$ cat config.mk
export PLATFORM = sky130hd
export DESIGN_NAME = padc_port
export DESIGN_NICKNAME = d
export VERILOG_FILES = /design/src/rtl/padc_pkg.sv /design/src/rtl/padc_skid.sv /design/src/rtl/padc_port.sv
export SDC_FILE = /design/constraint.sdc
export NUM_CORES = 1
export LEC_CHECK = 0
export BUFFER_PORTS_ARGS = -buffer_cell sky130_fd_sc_hd__buf_2
export CORE_MARGIN = 3
export CORE_UTILIZATION = 55
export CTS_CLUSTER_SIZE = 20
export DETAILED_ROUTE_END_ITERATION = 12
export GPL_ROUTABILITY_DRIVEN = 0
export PLACE_DENSITY_LB_ADDON = 0.1
export SYNTH_ARGS = -nofsm -noshare
export SYNTH_HDL_FRONTEND = slang
export SYNTH_HIERARCHICAL = 1
export SYNTH_SLANG_ARGS = --single-unit
$ cat constraint.sdc
create_clock -name ref_clk_in -period 2.6 [get_ports ref_clk_in]
set_input_delay 0.52 -clock ref_clk_in [delete_from_list [all_inputs] [get_ports ref_clk_in]]
set_output_delay 0.52 -clock ref_clk_in [all_outputs]
set_load 0.03 [all_outputs]
$ cat src/rtl/padc_pkg.sv
// Behaviour
// RULE_01 - Format pin low inverts the top bit; high leaves it, offset binary.
// RULE_02 - Input is held at the encode low-to-high edge; samples start there.
// RULE_03 - Complement encode is the inverse phase; its fall equals true rise.
// RULE_04 - Encode counts as high whenever true input exceeds complement input.
// RULE_05 - Track input while encode low; hold and pass on while encode high.
// RULE_06 - Four pipelined stages on alternate phases, results delayed and merged; here all four shift whole words on each encode rise.
// RULE_07 - Word appears five encode cycles after sampling, one word per cycle.
// RULE_08 - Active-low drive enable low drives outputs; high floats them.
// RULE_09 - Capturing logic registers the word on the strobe's rising edge.
// RULE_10 - Fourteen-bit word, bit zero least significant, bit thirteen most.
// RULE_11 - Overflow flag high when input passed either full-scale limit.
// RULE_12 - Overflow flag travels with its own word under the same strobe.
package padc_pkg;

  // ****************************************
  // Sizes and timing
  // ****************************************
  localparam int SAMPLE_WIDTH = 14;
  localparam int STAGE_COUNT = 4;
  localparam int LATENCY_CYCLES = 5;
  localparam int MSB_POS = 13;
  localparam logic [13:0] WORD_RESET = 14'h0000;

  typedef struct packed {
    logic overflow;
    logic [13:0] word;
  } padc_result_s;

endpackage

$ cat src/rtl/padc_skid.sv
`timescale 1ns/10ps
`default_nettype none
module padc_skid #(
  parameter int WIDTH = 15
) (
  input wire logic ref_clk_in, // Clock
  input wire logic rst_n_in, // Sync reset, active low
  input wire logic in_valid_in, // Upstream valid
  output logic in_ready_out, // Upstream ready
  input wire logic [WIDTH-1:0] in_data_in, // Upstream data
  output logic out_valid_out, // Downstream valid
  input wire logic out_ready_in, // Downstream ready
  output logic [WIDTH-1:0] out_data_out // Downstream data
);
  logic [WIDTH-1:0] mem [0:1];
  logic [WIDTH-1:0] next_mem [0:1];
  logic [1:0] count;
  logic [1:0] next_count;
  logic rd_ptr;
  logic next_rd_ptr;
  logic wr_ptr;
  logic next_wr_ptr;
  logic push;
  logic pop;

  assign in_ready_out = (count != 2'h2);
  assign out_valid_out = (count != 2'h0);
  assign out_data_out = mem[rd_ptr];
  assign push = in_valid_in && in_ready_out;
  assign pop = out_valid_out && out_ready_in;

  always_comb begin
    next_mem[0] = mem[0];
    next_mem[1] = mem[1];
    next_count = count;
    next_rd_ptr = rd_ptr;
    next_wr_ptr = wr_ptr;
    if (push) begin
      next_mem[wr_ptr] = in_data_in;
      next_wr_ptr = ~wr_ptr;
    end
    if (pop) begin
      next_rd_ptr = ~rd_ptr;
    end
    if (push && !pop) begin
      next_count = count + 2'h1;
    end else if (pop && !push) begin
      next_count = count - 2'h1;
    end
  end

  always_ff @(posedge ref_clk_in) begin
    if (!rst_n_in) begin
      mem[0] <= '0;
      mem[1] <= '0;
      count <= 2'h0;
      rd_ptr <= 1'b0;
      wr_ptr <= 1'b0;
    end else begin
      mem[0] <= next_mem[0];
      mem[1] <= next_mem[1];
      count <= next_count;
      rd_ptr <= next_rd_ptr;
      wr_ptr <= next_wr_ptr;
    end
  end
endmodule
`default_nettype wire

$ cat src/rtl/padc_port.sv
`timescale 1ns/10ps
`default_nettype none
module padc_port #(
  parameter int WIDTH = padc_pkg::SAMPLE_WIDTH,
  parameter int STAGES = padc_pkg::STAGE_COUNT,
  parameter int LATENCY = padc_pkg::LATENCY_CYCLES
) (
  input wire logic ref_clk_in, // System clock, 125 MHz
  input wire logic rst_n_in, // Sync reset, active low
  input wire logic encode_clock_pair_p_in, // True encode, sampled level
  input wire logic encode_clock_pair_n_in, // Complement encode, sampled level
  input wire logic [13:0] raw_sample_in, // Quantised analog input
  input wire logic over_range_in, // Input past positive full scale
  input wire logic under_range_in, // Input past negative full scale
  input wire logic format_select_n_in, // Low gives two's complement
  input wire logic drive_enable_n_in, // Low drives outputs
  input wire logic sink_ready_in, // Capture side can accept
  output logic [13:0] sample_word_out, // Output word
  output logic [13:0] sample_word_oe_n_out, // Low while driven
  output logic range_overflow_flag_out, // Overflow of this word
  output logic range_overflow_flag_oe_n_out, // Low while driven
  output logic data_valid_strobe_out // Rises when word valid
);
  // ****************************************
  // Encode phase detection
  // ****************************************
  logic enc_high;
  logic enc_prev;
  logic next_enc_prev;
  logic enc_rise;

  assign enc_high = encode_clock_pair_p_in && !encode_clock_pair_n_in; // RULE_04 RULE_03
  assign enc_rise = enc_high && !enc_prev; // RULE_02

  // ****************************************
  // Track and hold
  // ****************************************
  logic [14:0] track;
  logic [14:0] next_track;
  logic [14:0] held;
  logic [14:0] next_held;

  always_comb begin
    next_enc_prev = enc_high;
    next_track = track;
    next_held = held;
    if (!enc_high) begin
      next_track = {over_range_in || under_range_in, raw_sample_in}; // RULE_05 RULE_11
    end
    if (enc_rise) begin
      next_held = track; // RULE_02 RULE_05
    end
  end

  always_ff @(posedge ref_clk_in) begin
    if (!rst_n_in) begin
      enc_prev <= 1'b0;
      track <= 15'h0000;
      held <= 15'h0000;
    end else begin
      enc_prev <= next_enc_prev;
      track <= next_track;
      held <= next_held;
    end
  end

  // ****************************************
  // Stage pipeline, one step per encode cycle
  // ****************************************
  // Stage timing abstracted to whole encode cycles; alignment delay folded in
  // Held word plus one entry per stage gives the full latency at the next rise
  logic [14:0] pipe [0:STAGES-1];
  logic [14:0] next_pipe [0:STAGES-1];

  always_comb begin
    for (int i = 0; i < STAGES; i++) begin
      next_pipe[i] = pipe[i];
    end
    if (enc_rise) begin
      next_pipe[0] = held; // RULE_06
      for (int i = 1; i < STAGES; i++) begin
        next_pipe[i] = pipe[i-1]; // RULE_06 RULE_07
      end
    end
  end

  genvar g;
  generate
    for (g = 0; g < STAGES; g++) begin : g_pipe
      always_ff @(posedge ref_clk_in) begin
        if (!rst_n_in) begin
          pipe[g] <= 15'h0000;
        end else begin
          pipe[g] <= next_pipe[g];
        end
      end
    end
  endgenerate

  // Word leaving the pipe; the held word itself is one cycle old already
  logic [14:0] result;
  logic [LATENCY-1:0] fill;
  logic [LATENCY-1:0] next_fill;
  padc_pkg::padc_result_s fmt;

  always_comb begin
    next_fill = fill;
    if (enc_rise) begin
      next_fill = {fill[LATENCY-2:0], 1'b1};
    end
    result = pipe[STAGES-1];
    fmt.overflow = result[14]; // RULE_12
    fmt.word = result[13:0]; // RULE_10
    fmt.word[padc_pkg::MSB_POS] = result[13] ^ ~format_select_n_in; // RULE_01
  end

  always_ff @(posedge ref_clk_in) begin
    if (!rst_n_in) begin
      fill <= '0;
    end else begin
      fill <= next_fill;
    end
  end

  // ****************************************
  // Two-entry buffer; while the sink stalls, words arriving after the first two are dropped
  // ****************************************
  logic buf_valid;
  logic buf_ready;
  logic [14:0] buf_data;

  padc_skid #(
    .WIDTH(15)
  ) u_skid (
    .ref_clk_in(ref_clk_in),
    .rst_n_in(rst_n_in),
    .in_valid_in(enc_rise && fill[LATENCY-1]), // RULE_07
    .in_ready_out(),
    .in_data_in(fmt),
    .out_valid_out(buf_valid),
    .out_ready_in(buf_ready),
    .out_data_out(buf_data)
  );

  // ****************************************
  // Output register and strobe
  // ****************************************
  padc_pkg::padc_result_s out_q;
  padc_pkg::padc_result_s next_out_q;
  logic strobe;
  logic next_strobe;

  // Strobe low one cycle before each new word so it always shows a rising edge
  assign buf_ready = sink_ready_in && !strobe;

  always_comb begin
    next_out_q = out_q;
    next_strobe = 1'b0;
    if (buf_valid && buf_ready) begin
      next_out_q = buf_data; // RULE_12
      next_strobe = 1'b1; // RULE_09
    end
  end

  always_ff @(posedge ref_clk_in) begin
    if (!rst_n_in) begin
      out_q <= {1'b0, padc_pkg::WORD_RESET};
      strobe <= 1'b0;
    end else begin
      out_q <= next_out_q;
      strobe <= next_strobe;
    end
  end

  assign sample_word_out = out_q.word; // RULE_10
  assign range_overflow_flag_out = out_q.overflow; // RULE_11
  assign sample_word_oe_n_out = {WIDTH{drive_enable_n_in}}; // RULE_08
  assign range_overflow_flag_oe_n_out = drive_enable_n_in; // RULE_08
  assign data_valid_strobe_out = strobe;
endmodule
`default_nettype wire

## Yosys cells after proc, flatten, opt, wreduce, memory -nomap -nowiden

Memories as Yosys holds them, arrays and structs flattened. A register that Yosys moved wholly into a read port is not among the register bits.
Index checks and enable logic that the tools add are counted.

- Logic and storage cells: 60
- Memories kept: 2
- Memory bits (writable): 90
- Flip-flop bits (word level): 41
- Latch bits: 0
- Input bits: 23
- Bits in read-only memories: 0

Memories:

| name | words | width | rd ports | clocked after memory_dff | wr ports | line | text |
|---|---|---|---|---|---|---|---|
| pipe | 4 | 15 | 4 | 0 | 4 | padc_port.sv:72 | `logic [14:0] pipe [0:STAGES-1];` |
| u_skid.mem | 2 | 15 | 3 | 1 | 2 | padc_skid.sv:15 | `logic [WIDTH-1:0] mem [0:1];` |

- Div/mod/pow operators: 0
- Bitwise logic cells: 11
- Eq/ne operators: 1
- Reductions and logical operators: 18
- $add $sub $neg: 2
- $lt $le $gt $ge: 2
- Multiply operators: 0
- Mux-type cells: 16
- Shift operators: 0

Operator list:

| kind | number |
|---|---|
| 15-bit two-way mux | 7 |
| 60-bit two-way mux | 1 |
| 30-bit bitwise mux | 1 |
| 30-bit two-way mux | 1 |
| 15-bit demux with 1-bit select | 1 |
| 1-bit logical AND | 9 |
| 1-bit logical NOT | 6 |
| 1-bit OR | 6 |
| 2-bit two-way mux | 2 |
| 2-bit nonzero test | 2 |
| 1-bit two-way mux | 3 |
| 1-bit inverter | 3 |
| 2-bit by 1-bit adder with 2-bit output, second input constant | 1 |
| 2-bit >= comparator, second input constant | 1 |
| 2-bit by 1-bit < comparator with 1-bit output, second input constant | 1 |
| 2-bit != test, second input constant | 1 |
| 1-bit inverter with 2-bit output | 1 |
| 2-bit by 1-bit subtractor with 2-bit output, second input constant | 1 |
| 1-bit logical OR | 1 |
| 1-bit XOR | 1 |

## Logic depth before layout (Yosys ltp)

Gate-level depths: netlist of the first run.

- Depth in word-level cells: 9
- Gate-level depth with buffers: 9

## By module

Netlist of the first run, hierarchy kept.

By module, submodules not included:

| module | area an instance (um2) | cells each | instances |
|---|---|---|---|
| padc_port | 4092.7 | 491 | 1 |
| padc_skid | 1577.8 | 155 | 1 |

## Worst setup path before layout of the first run

Ideal clock, no wire load.

- Kind: in2reg
- Start point: in encode_clock_pair_p_in
- End point: reg u_skid.count[1]
- Arrival time: 2.259 ns
- Data required time: 2.524 ns
- Setup slack: 0.265 ns
- Library setup time: 0.076 ns
- Stages: 8
- Path buffers: 2
- Path through: or2b_1 -> buf_2 -> buf_2 -> nor3b_1 -> and2_2 -> ha_1 -> or3_1 -> a21boi_0

- Longest elaborated chain between the ends: 7

Ends and longest elaborated chain:

| what | line | text |
|---|---|---|
| start, declared | padc_port.sv:10 | `input wire logic encode_clock_pair_p_in,` |
| 1-bit logical AND (*) | padc_port.sv:32 | `assign enc_high = encode_clock_pair_p_in && !encode_clock_pair_n_in;` |
| 1-bit logical AND (*) | padc_port.sv:33 | `assign enc_rise = enc_high && !enc_prev;` |
| 1-bit logical AND (*) | padc_port.sv:137 | `.in_valid_in(enc_rise && fill[LATENCY-1]),` |
| 1-bit logical AND (*) | padc_skid.sv:29 | `assign push = in_valid_in && in_ready_out;` |
| named net u_skid.push | padc_skid.sv:23 | `logic push;` |
| 1-bit logical NOT | padc_skid.sv:47 | `end else if (pop && !push) begin` |
| 1-bit logical AND | padc_skid.sv:47 |  |
| 2-bit nonzero test (no source line) | - |  |
| end signal, assigned | padc_skid.sv:62 | `count <= next_count;` |
| end, declared | padc_skid.sv:17 | `logic [1:0] count;` |

Mark *: on every way through the listed nets, which the timed path passes. The rest lies on a longest branch.
A chain may end at the register's enable or synchronous reset.

## Final worst setup path of the first run

- Start point: in encode_clock_pair_n_in
- End point: reg u_skid.count[1]

- Longest elaborated chain between the ends: 8

Ends and longest elaborated chain:

| what | line | text |
|---|---|---|
| start, declared | padc_port.sv:11 | `input wire logic encode_clock_pair_n_in,` |
| 1-bit logical NOT (*) | padc_port.sv:32 |  |
| 1-bit logical AND (*) | padc_port.sv:32 |  |
| 1-bit logical AND (*) | padc_port.sv:33 |  |
| 1-bit logical AND (*) | padc_port.sv:137 |  |
| 1-bit logical AND (*) | padc_skid.sv:29 |  |
| named net u_skid.push | padc_skid.sv:23 |  |
| 1-bit logical NOT | padc_skid.sv:47 |  |
| 1-bit logical AND | padc_skid.sv:47 |  |
| 2-bit nonzero test (no source line) | - |  |

Marked as above.

==> results of run 1 <==
-- flip-flops by register name, indices dropped and copies added, names as in the netlist, 2 cells and up, named ones only --
| register | flops |
|---|---|
| fill | 5 |
| held | 15 |
| pipe | 60 |
| sample_word_out | 14 |
| track | 15 |
| u_skid/count | 2 |
| u_skid/mem | 30 |
-- through the flow --
stage	hold slack, ps	util (%)	area [sq um]	instances	total power (uW)
finish	246	63.0	6240	790	4730
global route	228	63.0	6240	790	4900
CTS	220	63.0	6240	790	4790
detailed placement	443	57.3	5670	758	2500
global placement	437	57.3	5670	758	2500
floorplan	431	-	5670	646	2510
-- cell type report --
| cell class | instances | area, sq um |
|---|---|---|
| Inverter | 1 | 3.75 |
| Timing Repair Buffer | 46 | 280 |
| Fill cell | 900 | 3660 |
| Tap cell | 133 | 166 |
| Multi-Input combinational cell | 431 | 2280 |
| Clock inverter | 11 | 131 |
| Sequential cell | 147 | 2940 |
| Clock buffer | 21 | 439 |
-- worst register-to-register path, delay by kind of cell (launching register included) --
family	cells	cell delay, ps
DFF	1	350
and+or+nand+nor	3	880
AOI/OAI and AO/OA	1	180
adders and majority gates	1	250
-- synth_stat cells (3+ instances only) --
cell,n,area [sq um]
nand2_1,184,691
dfxtp_1,147,2940
nand3_1,60,300
a21oi_1,47,235
o21ai_0,47,235
mux2i_1,30,300
clkbuf_1,25,93.8
buf_4,19,143
mux2_2,15,169
buf_6,11,124
o21ai_1,10,50.1
buf_2,9,45.0
o21ai_2,6,52.6
nor2_1,5,18.8
and2_1,3,18.8
xnor2_1,3,26.3
-- worst paths after layout --
check / slack [ps] / to / startpoint
hold / removal: 250 / track[11] / raw_sample_in[11]
hold reg to reg: 450 / pipe[1][11] / pipe[0][26]
setup / recovery: 860 / u_skid/count[1] / encode_clock_pair_n_in
setup reg to reg: 860 / u_skid/count[1] / enc_prev
-- layer usage --
layer,GRT usage [%],routed length [um],vias to the layer above
met5,0,0,-
met4,5.68,85,0
met3,5.58,294,10
met2,30.6,4510,51
met1,21.0,4560,1842
li1,-,-,2142
-- kinds of logic (layout without fill, tap and decap cells) --
| family | count (synthesis) | in the layout | share of synthesized area, % |
|---|---|---|---|
| compound gates | 113 | 113 | 10.5 |
| xor+xnor | 4 | 4 | 0.618 |
| fa+ha+maj | 1 | 1 | 0.221 |
| buf+inv | 68 | 79 | 7.99 |
| flops | 147 | 147 | 51.9 |
| mux | 45 | 45 | 8.27 |
| simple gates | 268 | 268 | 20.5 |
-- power breakdown --
group	switching [uW]	internal (uW)	leakage [uW]
Clock	887	1390	0.000268
Combinational	113	44.0	0.000875
Sequential	13.9	2280	0.00119
==> results.md, run 1 <==
- Final ANT Viol Nets: 0
- Area growth from synthesis to layout: 10.1%
- GR Overflow Total: 0
- Post_cts resized: 0
- Layout net count: between 600 and 700
- Crit-path cells: buf_2, or2b_1, nor3b_1, and2_2, ha_1, or3_1, a21boi_0
- Final hold violation count: 0
- Clk slew on worst S/H paths: ~60 ps
- Period utilization: between 60% and 70%
- Share of synthesized registers carrying an async set or reset: 0%
- Slew @ Worst Pin: 778 ps
- I/O pins: 54
- DP Wirelength: around 5.8 mm
- #FFs+latches synth: roughly 150
- Most common cell after layout, fill and taps aside: nand2_1
- Gr usage total: approximately 18%
- Most frequent cells in the layout: 184 x nand2_1, 147 x dfxtp_1, 60 x nand3_1
- Crit path buffers/inverters: 1
- Post-synth EDFFs: 0
- Clk Latency, worst-skew pair: ~510 ps
- # rows: 36
- Die height: roughly 110 um
- Drt pass-1 iters: 4
- Clock sink count: 147
- DR DRC count: 0
- TritonCTS Buffers: 17
- Routed WL per cell: 12.0 um
- Main flop type after synthesis: dfxtp_1
- # diodes: 0
- Hold crit path type: in2reg
- Worst EP required: approximately 3000 ps
- CTS Buffer Depth: 2
- Htree depth: 4
- Worst vdd ir: around 390 uV
- Max Slew Vio Count: 0
- RSZ-0062 raised after global routing: no
- Pwr Density: roughly 760 nW/um^2
- Via density: 5.12
- Port Buf Inserts: 37
- CP max stage delay: around 350 ps
- Worst path depth: 7
- Post-CTS setup buffer count: 0
- Slowest cell on crit path: or3_1
- TritonCTS clock tree: done
- Vias in the first global route: 3,821
- Pre-CTS worst setup slack: 322 ps
- DRT iter0 DRCs: between 150 and 200
- Routed vias: roughly 4,000
- Largest net degree at the start of global routing: 95
- Post-synthesis sequential area ratio: 51.9%
- Worst Skew: roughly 10 ps
- Slew headroom: 48.1%
- Layout cells sized above 1: between 15 and 20%
- Worst reg2reg path depth: 5
- Crit. End Element: register
- Fmax: 573 MHz
- Yosys warnings: 6
- Distinct cells, synth: 36
- Crit Path Category: in2reg
- Initial core utilization: between 50% and 60%
- Core box area: ~9900 sq um
- Final Critical Period: 1740 ps
- P_leak: around 0.0023 uW
- Max_cap viols: 0
- Routed WL: ~9.5 mm
- CP Launch Type: primary input
- Avg Inst Size Synth: a little under 9 sq um
- Worst Path Arrival: approximately 2200 ps
- CTS root buf: clkbuf_8
- Setup WS post-layout: 856 ps
- Status: complete, no violations
- Gate Count Post-Synth: 646
- Initial antenna violation count: 0
- Mapped cell area: about 5700 sq um
- Setup tns final: 0 ps
- Setup-failing EPs final: 0
- Die ar.: about 12,000 sq um
- Hold Crit Depth: 3
- Syn_nets: 670
- First-pass GRT wire length: between 15 and 20 mm
- Worst Path Max Fanout: 4
- Die W: ~110 um
- Top delay family on crit path: simple AND/OR/NAND/NOR gates
- Hold Buf Count CTS: 0
Note: power is estimated with default switching activity, not from simulation.
==> run 2, diff against run 1 <==
--- a/config.mk
+++ b/config.mk
@@ -7,7 +7,7 @@
 export LEC_CHECK = 0
 export BUFFER_PORTS_ARGS = -buffer_cell sky130_fd_sc_hd__buf_2
 export CORE_MARGIN = 3
-export CORE_UTILIZATION = 55
+export CORE_UTILIZATION = 53
 export CTS_CLUSTER_SIZE = 20
 export DETAILED_ROUTE_END_ITERATION = 12
 export GPL_ROUTABILITY_DRIVEN = 0
==> constraint.sdc (replaced) <==
create_clock -name ref_clk_in -period 1.5 [get_ports ref_clk_in]
set_input_delay 0.3 -clock ref_clk_in [delete_from_list [all_inputs] [get_ports ref_clk_in]]
set_output_delay 0.3 -clock ref_clk_in [all_outputs]
set_load 0.03 [all_outputs]
==> run 2 against run 1 <==
Non-clock buffer count is 19 higher. First-iteration DRC count increased by 52%. Clock power is 81% higher. Worst hold slack worse by 210 ps. Sequential power grew 73%. Setup slack worse by 840 ps. Final area rose by 4.7%. Highest routed layer unchanged. Global-route usage up 0.26 points. Routed wire length up 6.9%.
==> results.md, run 2 (same netlist as run 1, synthesis figures left out) <==
- Worst EP required: between 1500 and 2000 ps
- Hold crit path type: in2reg
- Area growth from synthesis to layout: 15.4%
- Initial antenna violation count: 0
- Pwr Density: around 1300 nW/um^2
- TritonCTS Buffers: 17
- Vias in the first global route: 3,891
- Fmax: around 680 MHz
- Routed WL: just over 10 mm
- DRT iter0 DRCs: approximately 270
- P_leak: 0.00247 uW
- CP Launch Type: register
- Worst Path Arrival: slightly below 2000 ps
- Clock sink count: 147
- # diodes: 0
- Routed vias: roughly 4,100
- Setup-failing EPs final: 0
- Pre-CTS worst setup slack: -351 ps
- Clock Power Share: approximately 50%
- Crit Reg-Reg Endpoint: u_skid/count[1]
- Final ANT Viol Nets: 0
- R2R Path Start: enc_prev
- Layout cells sized above 1: 19.1%
- Seq pwr share: a little under half
- Max FFs per register: 60
- Most common cell after layout, fill and taps aside: nand2_1
- Clk Latency, worst-skew pair: approximately 510 ps
- Sw Ratio: a little under a quarter
- Hold Crit Depth: 3
- DP Wirelength: about 6.3 mm
- Crit. End Element: register
- Status: complete, no violations
- Via density: approximately 5
- Clk slew on worst S/H paths: roughly 70 ps
- Placed cell count: between 700 and 800
- Die height: approximately 110 um
- Worst vdd ir: 711 uV
- DR DRC count: 0
- Max Slew Vio Count: 0
- Worst Path Max Fanout: 3
- Non-Filler Instances: 812
- Worst Skew: approximately 8.5 ps
- Gr usage total: between 10% and 20%
- Hold Crit Start: raw_sample_in[13]
- Reg2Reg Setup Slack: between 15 and 20 ps
- Initial core utilization: between 50 and 60%
- Fillers: 905
- Internal power: 6480 uW
- I/O pins: 54
- Largest net degree at the start of global routing: 80
- Htree depth: 4
- CTS root buf: clkbuf_8
- TritonCTS clock tree: done
- GR Overflow Total: 0
- Slew @ Worst Pin: between 200 and 300 ps
- Crit Path Category: reg2reg
- Final hold violation count: 0
- Port Buf Inserts: 37
- Max_cap viols: 0
- Gate power share: between 3 and 4%
- Layout net count: ~690
- Core box area: a little over 10,000 sq um
- Die ar.: about 12,000 sq um
- # rows: 37
- Slew headroom: around four fifths
- Die W: 109 um
- Destination of the worst hold path: track[13]
- Setup WS post-layout: 19.0 ps
- Final Critical Period: 1480 ps
- P_sw: 1940 uW
- Top flop regs: pipe x60, u_skid/mem x30
- Reg with most FFs: pipe
- Routed WL per cell: between 10 and 15 um
- CTS Buffer Depth: 2
- RSZ-0062 raised after global routing: yes
- Most frequent cells in the layout: 184 x nand2_1, 143 x dfxtp_1, 60 x nand3_1
- Drt pass-1 iters: 4
- Period utilization: 98.7%
- First-pass GRT wire length: between 15 and 20 mm
- Worst reg2reg path depth: 5
-- run 2: cell count changes in the layout (fill, tap and decap cells not counted), moves of 3 or more --
cell           before  now
clkbuf_1            3    0
clkinv_4            5    1
buf_12              2    8
buf_4               8   15
dlygate4sd3_1       0    6
inv_6               0    5
dfxtp_1           147  143
dfxtp_2             0    4
-- run 2: cell type report --
type,instances,area [sq um],share of cell area (%)
Multi-Input combinational cell,431,2320,35.5
Tap cell,136,170,2.60
Clock inverter,15,170,2.60
Clock buffer,17,414,6.33
Timing Repair Buffer,65,513,7.84
Sequential cell,147,2950,45.1
Inverter,1,3.75,0.0574
-- run 2: what timing repair did --
action                                  4_1_cts  5_1_grt
gates resized for setup                       4        4
pin swaps                                     0        4
hold buffers                                  6        0
endpoints found under the hold margin         6        0
buffers inserted                              0        0
endpoints found under the setup margin        1        1
-- run 2: worst max-delay path by stage --
| stage | from | endpoint | slack (ps) | cells past startpoint |
|---|---|---|---|---|
| 2_1_floorplan | encode_clock_pair_p_in | u_skid/count[1] | -350 | 9 |
| 3_3_place_gp | encode_clock_pair_n_in | u_skid/count[1] | -270 | 8 |
| 5_1_grt | enc_prev | u_skid/count[1] | -40 | 5 |
| 4_1_cts | u_skid/count[0] | u_skid/count[1] | -9 | 6 |
| 3_5_place_dp | encode_clock_pair_n_in | u_skid/count[1] | -350 | 8 |
| 6_report | enc_prev | u_skid/count[1] | 20 | 5 |
-- run 2: worst max-delay path: stages, from the launching register on --
cell and delay (ps):
dfxtp_2 340, nor3b_4 200, and2_4 180, ha_4 200
or3_4 370, a21boi_2 140
-- run 2: metrics by stage --
stage	instance area [sq um]	util [%]	hold WS [ps]	TNS, ps	power (uW)
5_1_grt	6540	63.1	21.3	-42.6	8740
2_1_floorplan	5710	-	431	-3840	4360
6_report	6540	63.1	33.4	0	8420
3_5_place_dp	5880	56.7	440	-5080	4380
3_3_place_gp	5880	56.7	438	-4480	4370
4_1_cts	6530	63.0	1.19	-9.23	8540
-- run 2: layer usage --
metal | vias to the layer above | GRT usage, % | routed length (um)
li1 | 2161 | - | -
met5 | - | 0 | 0
met1 | 1907 | 21.8 | 4810
met2 | 52 | 31.0 | 4980
met3 | 5 | 4.70 | 266
met4 | 0 | 6.14 | 55
-- run 2: power by group through the flow --
stage / registers, uW / logic (uW) / clock network (uW)
final: 3970 / 328 / 4120
after global routing: 3970 / 369 / 4390
after CTS: 3970 / 333 / 4240
after detailed placement: 4060 / 319 / 0
after global placement: 4060 / 316 / 0
after floorplan: 4050 / 309 / 0
==> run 3, diff against run 2 <==
--- a/config.mk
+++ b/config.mk
@@ -12,6 +12,7 @@
 export DETAILED_ROUTE_END_ITERATION = 12
 export GPL_ROUTABILITY_DRIVEN = 0
 export PLACE_DENSITY_LB_ADDON = 0.1
+export SETUP_SLACK_MARGIN = 0.4
 export SYNTH_ARGS = -nofsm -noshare
 export SYNTH_HDL_FRONTEND = slang
 export SYNTH_HIERARCHICAL = 1
==> run 3 against run 2 <==
The run now ends with negative setup slack left. Utilization grew 14 points. Non-clock buffer count is 38 higher. Die area did not move. Setup slack lost 63 ps. Global-route usage up 3.6 points. Worst hold slack worse by 12 ps. Via count is 12% higher. Cell count increased by 4.8%. Clock skew is 2.5 ps higher. Sequential share of layout area decreased by 8.0 points. Critical path depth increased by 3. Critical endpoint is now held[8]. Largest cell class unchanged. Highest routed layer unchanged.
==> results.md, run 3 (same netlist as run 1, synthesis figures left out) <==
- Reg2Reg Setup Slack: -40 ps
- I/O pins: 54
- Total power: slightly below 9000 uW
- Worst Path Max Fanout: 6
- Max FFs per register: 60
- Crit. End Element: register
- Hold Crit Start: raw_sample_in[2]
- Initial antenna violation count: 0
- Setup-failing EPs final: 11
- GR Overflow Total: 0
- Area growth from synthesis to layout: 41.5%
- Slew headroom: 51.0%
- Max Slew Vio Count: 0
- Worst Skew: about 11 ps
- Worst reg2reg path depth: 8
- RSZ-0062 raised after global routing: yes
- Gate power share: 7.1%
- CTS root buf: clkbuf_8
- Initial core utilization: a little over half
- DP Wirelength: 6.52 mm
- Drt pass-1 iters: 4
- Hold crit path type: in2reg
- Sw Ratio: 22.4%
- Placed cell count: 775
- Worst EP required: approximately 2000 ps
- R2R Path Start: enc_prev
- Vias in the first global route: around 4,400
- Crit Path Category: reg2reg
- DR DRC count: 0
- Routed WL: roughly 14 mm
- Non-Filler Instances: approximately 850
- Clock Power Share: about 48%
- Placed inst area: 5980 sq um
- Gr usage total: around 22%
- TritonCTS Buffers: 17
- Clock sink count: ~150
- Internal power: 6820 uW
- Setup WS post-layout: -44.1 ps
- Slew @ Worst Pin: approximately 730 ps
- Layout cells sized above 1: between 40 and 50%
- Pwr Density: between 1000 and 1500 nW/um^2
- Setup tns final: -111 ps
- Crit-path cells: buf_6, nor3b_4, buf_4, buf_6, buf_16, buf_4, nand2_1, a21oi_2
- P_sw: approximately 2000 uW
- Worst Path Arrival: 1990 ps
- # diodes: 0
- First-pass GRT wire length: 20.3 mm
- Layout net count: between 700 and 800
- Die W: 109 um
- Routed WL per cell: roughly 17 um
- Period utilization: 103%
- Clk Latency, worst-skew pair: between 500 and 600 ps
- Seq pwr share: a little under half
- Routed vias: around 4,600
- CTS Buffer Depth: 2
- # rows: 37
- Final ANT Viol Nets: 0
- Slowest cell on crit path: dfxtp_4
- Min Hold Slack: around 22 ps
- Clk slew on worst S/H paths: ~70 ps
- Die height: 109 um
- Most frequent cells in the layout: 159 x nand2_1, 127 x dfxtp_1, 44 x nand3_2
- TritonCTS clock tree: done
- Hold Crit Depth: 3
- Reg with most FFs: pipe
- Htree depth: 4
- Final Critical Period: between 1500 and 2000 ps
- Die ar.: 12,000 sq um
- Top delay family on crit path: buffers and inverters
- CP Launch Type: register
- Port Buf Inserts: 37
- P_leak: 0.00305 uW
- Most common cell after layout, fill and taps aside: nand2_1
- Max_cap viols: 0
- Core box area: a little over 10,000 sq um
- DRT iter0 DRCs: between 150 and 200
- Fmax: about 650 MHz
- Status: finished with violations
- Largest net degree at the start of global routing: 70
- Top flop regs: pipe x60, u_skid/mem x30
- Crit path buffers/inverters: 5
- Crit Reg-Reg Endpoint: held[8]
- Destination of the worst hold path: track[2]
- Worst vdd ir: about 760 uV
- Final Instance Area: 8030 sq um
- Violated checks: negative setup slack
- CP max stage delay: 360 ps
- Via density: 5.42
- Final hold violation count: 0
[run 3: cell types whose count changed in the layout (fill, tap and decap cells not counted), moves of 25 or more]
cell	change
nand3_1	-47
o21ai_2	+31
nand3_2	+43
buf_6	+29
o21ai_0	-45
nand2_1	-25
[run 3: worst max path at each step]
stage,cells past startpoint,end,startpoint,slack (ps)
after floorplan,9,u_skid/count[1],encode_clock_pair_p_in,-350
after global placement,8,u_skid/count[1],encode_clock_pair_n_in,-260
after detailed placement,8,u_skid/count[1],encode_clock_pair_n_in,-280
after CTS,6,u_skid/count[1],u_skid/count[0],60
after global routing,8,held[8],enc_prev,-100
final,8,held[8],enc_prev,-40
[run 3: metal layers]
metal | global-route usage, % | up-vias | share of wire (%)
met2 | 39.3 | 74 | 56
li1 | - | 2259 | -
met1 | 24.9 | 2264 | 39
met3 | 5.11 | 18 | 2.8
met4 | 7.30 | 0 | 1.5
met5 | 0 | - | 0
[run 3: cell type report]
type | instances | area, sq um
clock inverters | 12 | 155
multi-input cells | 432 | 2920
clock buffers | 20 | 435
fillers | 674 | 2340
repair buffers | 103 | 1370
inverters | 1 | 3.75
well taps | 136 | 170
flip-flops and latches | 147 | 2970
[run 3: repair_timing]
action                     4_1_cts  5_1_grt
cloned                          10       11
hold buffers                     1        0
buffers inserted                15        7
hold endpoints to repair         1        0
pin swaps                       24       63
setup endpoints to repair      146      147
resized for setup              114      143
[run 3: stage by stage]
stage	worst slack, ps	util [%]
after floorplan	-348	-
after global placement	-265	57.7
after detailed placement	-280	57.7
after CTS	57.9	70.2
after global routing	-95.6	77.4
final	-44.1	77.4
[run 3: worst min-delay path, cell delays in order]
cell and delay [ps]:
buf_2 100, nand2_1 50, a21oi_1 50
[run 3: power by group through the flow]
stage,sequential (uW),combinational (uW),clock (uW)
5_1_grt,3980,664,4410
3_3_place_gp,4060,336,0
4_1_cts,3980,502,4220
3_5_place_dp,4060,341,0
6_report,3980,624,4190
2_1_floorplan,4050,326,0
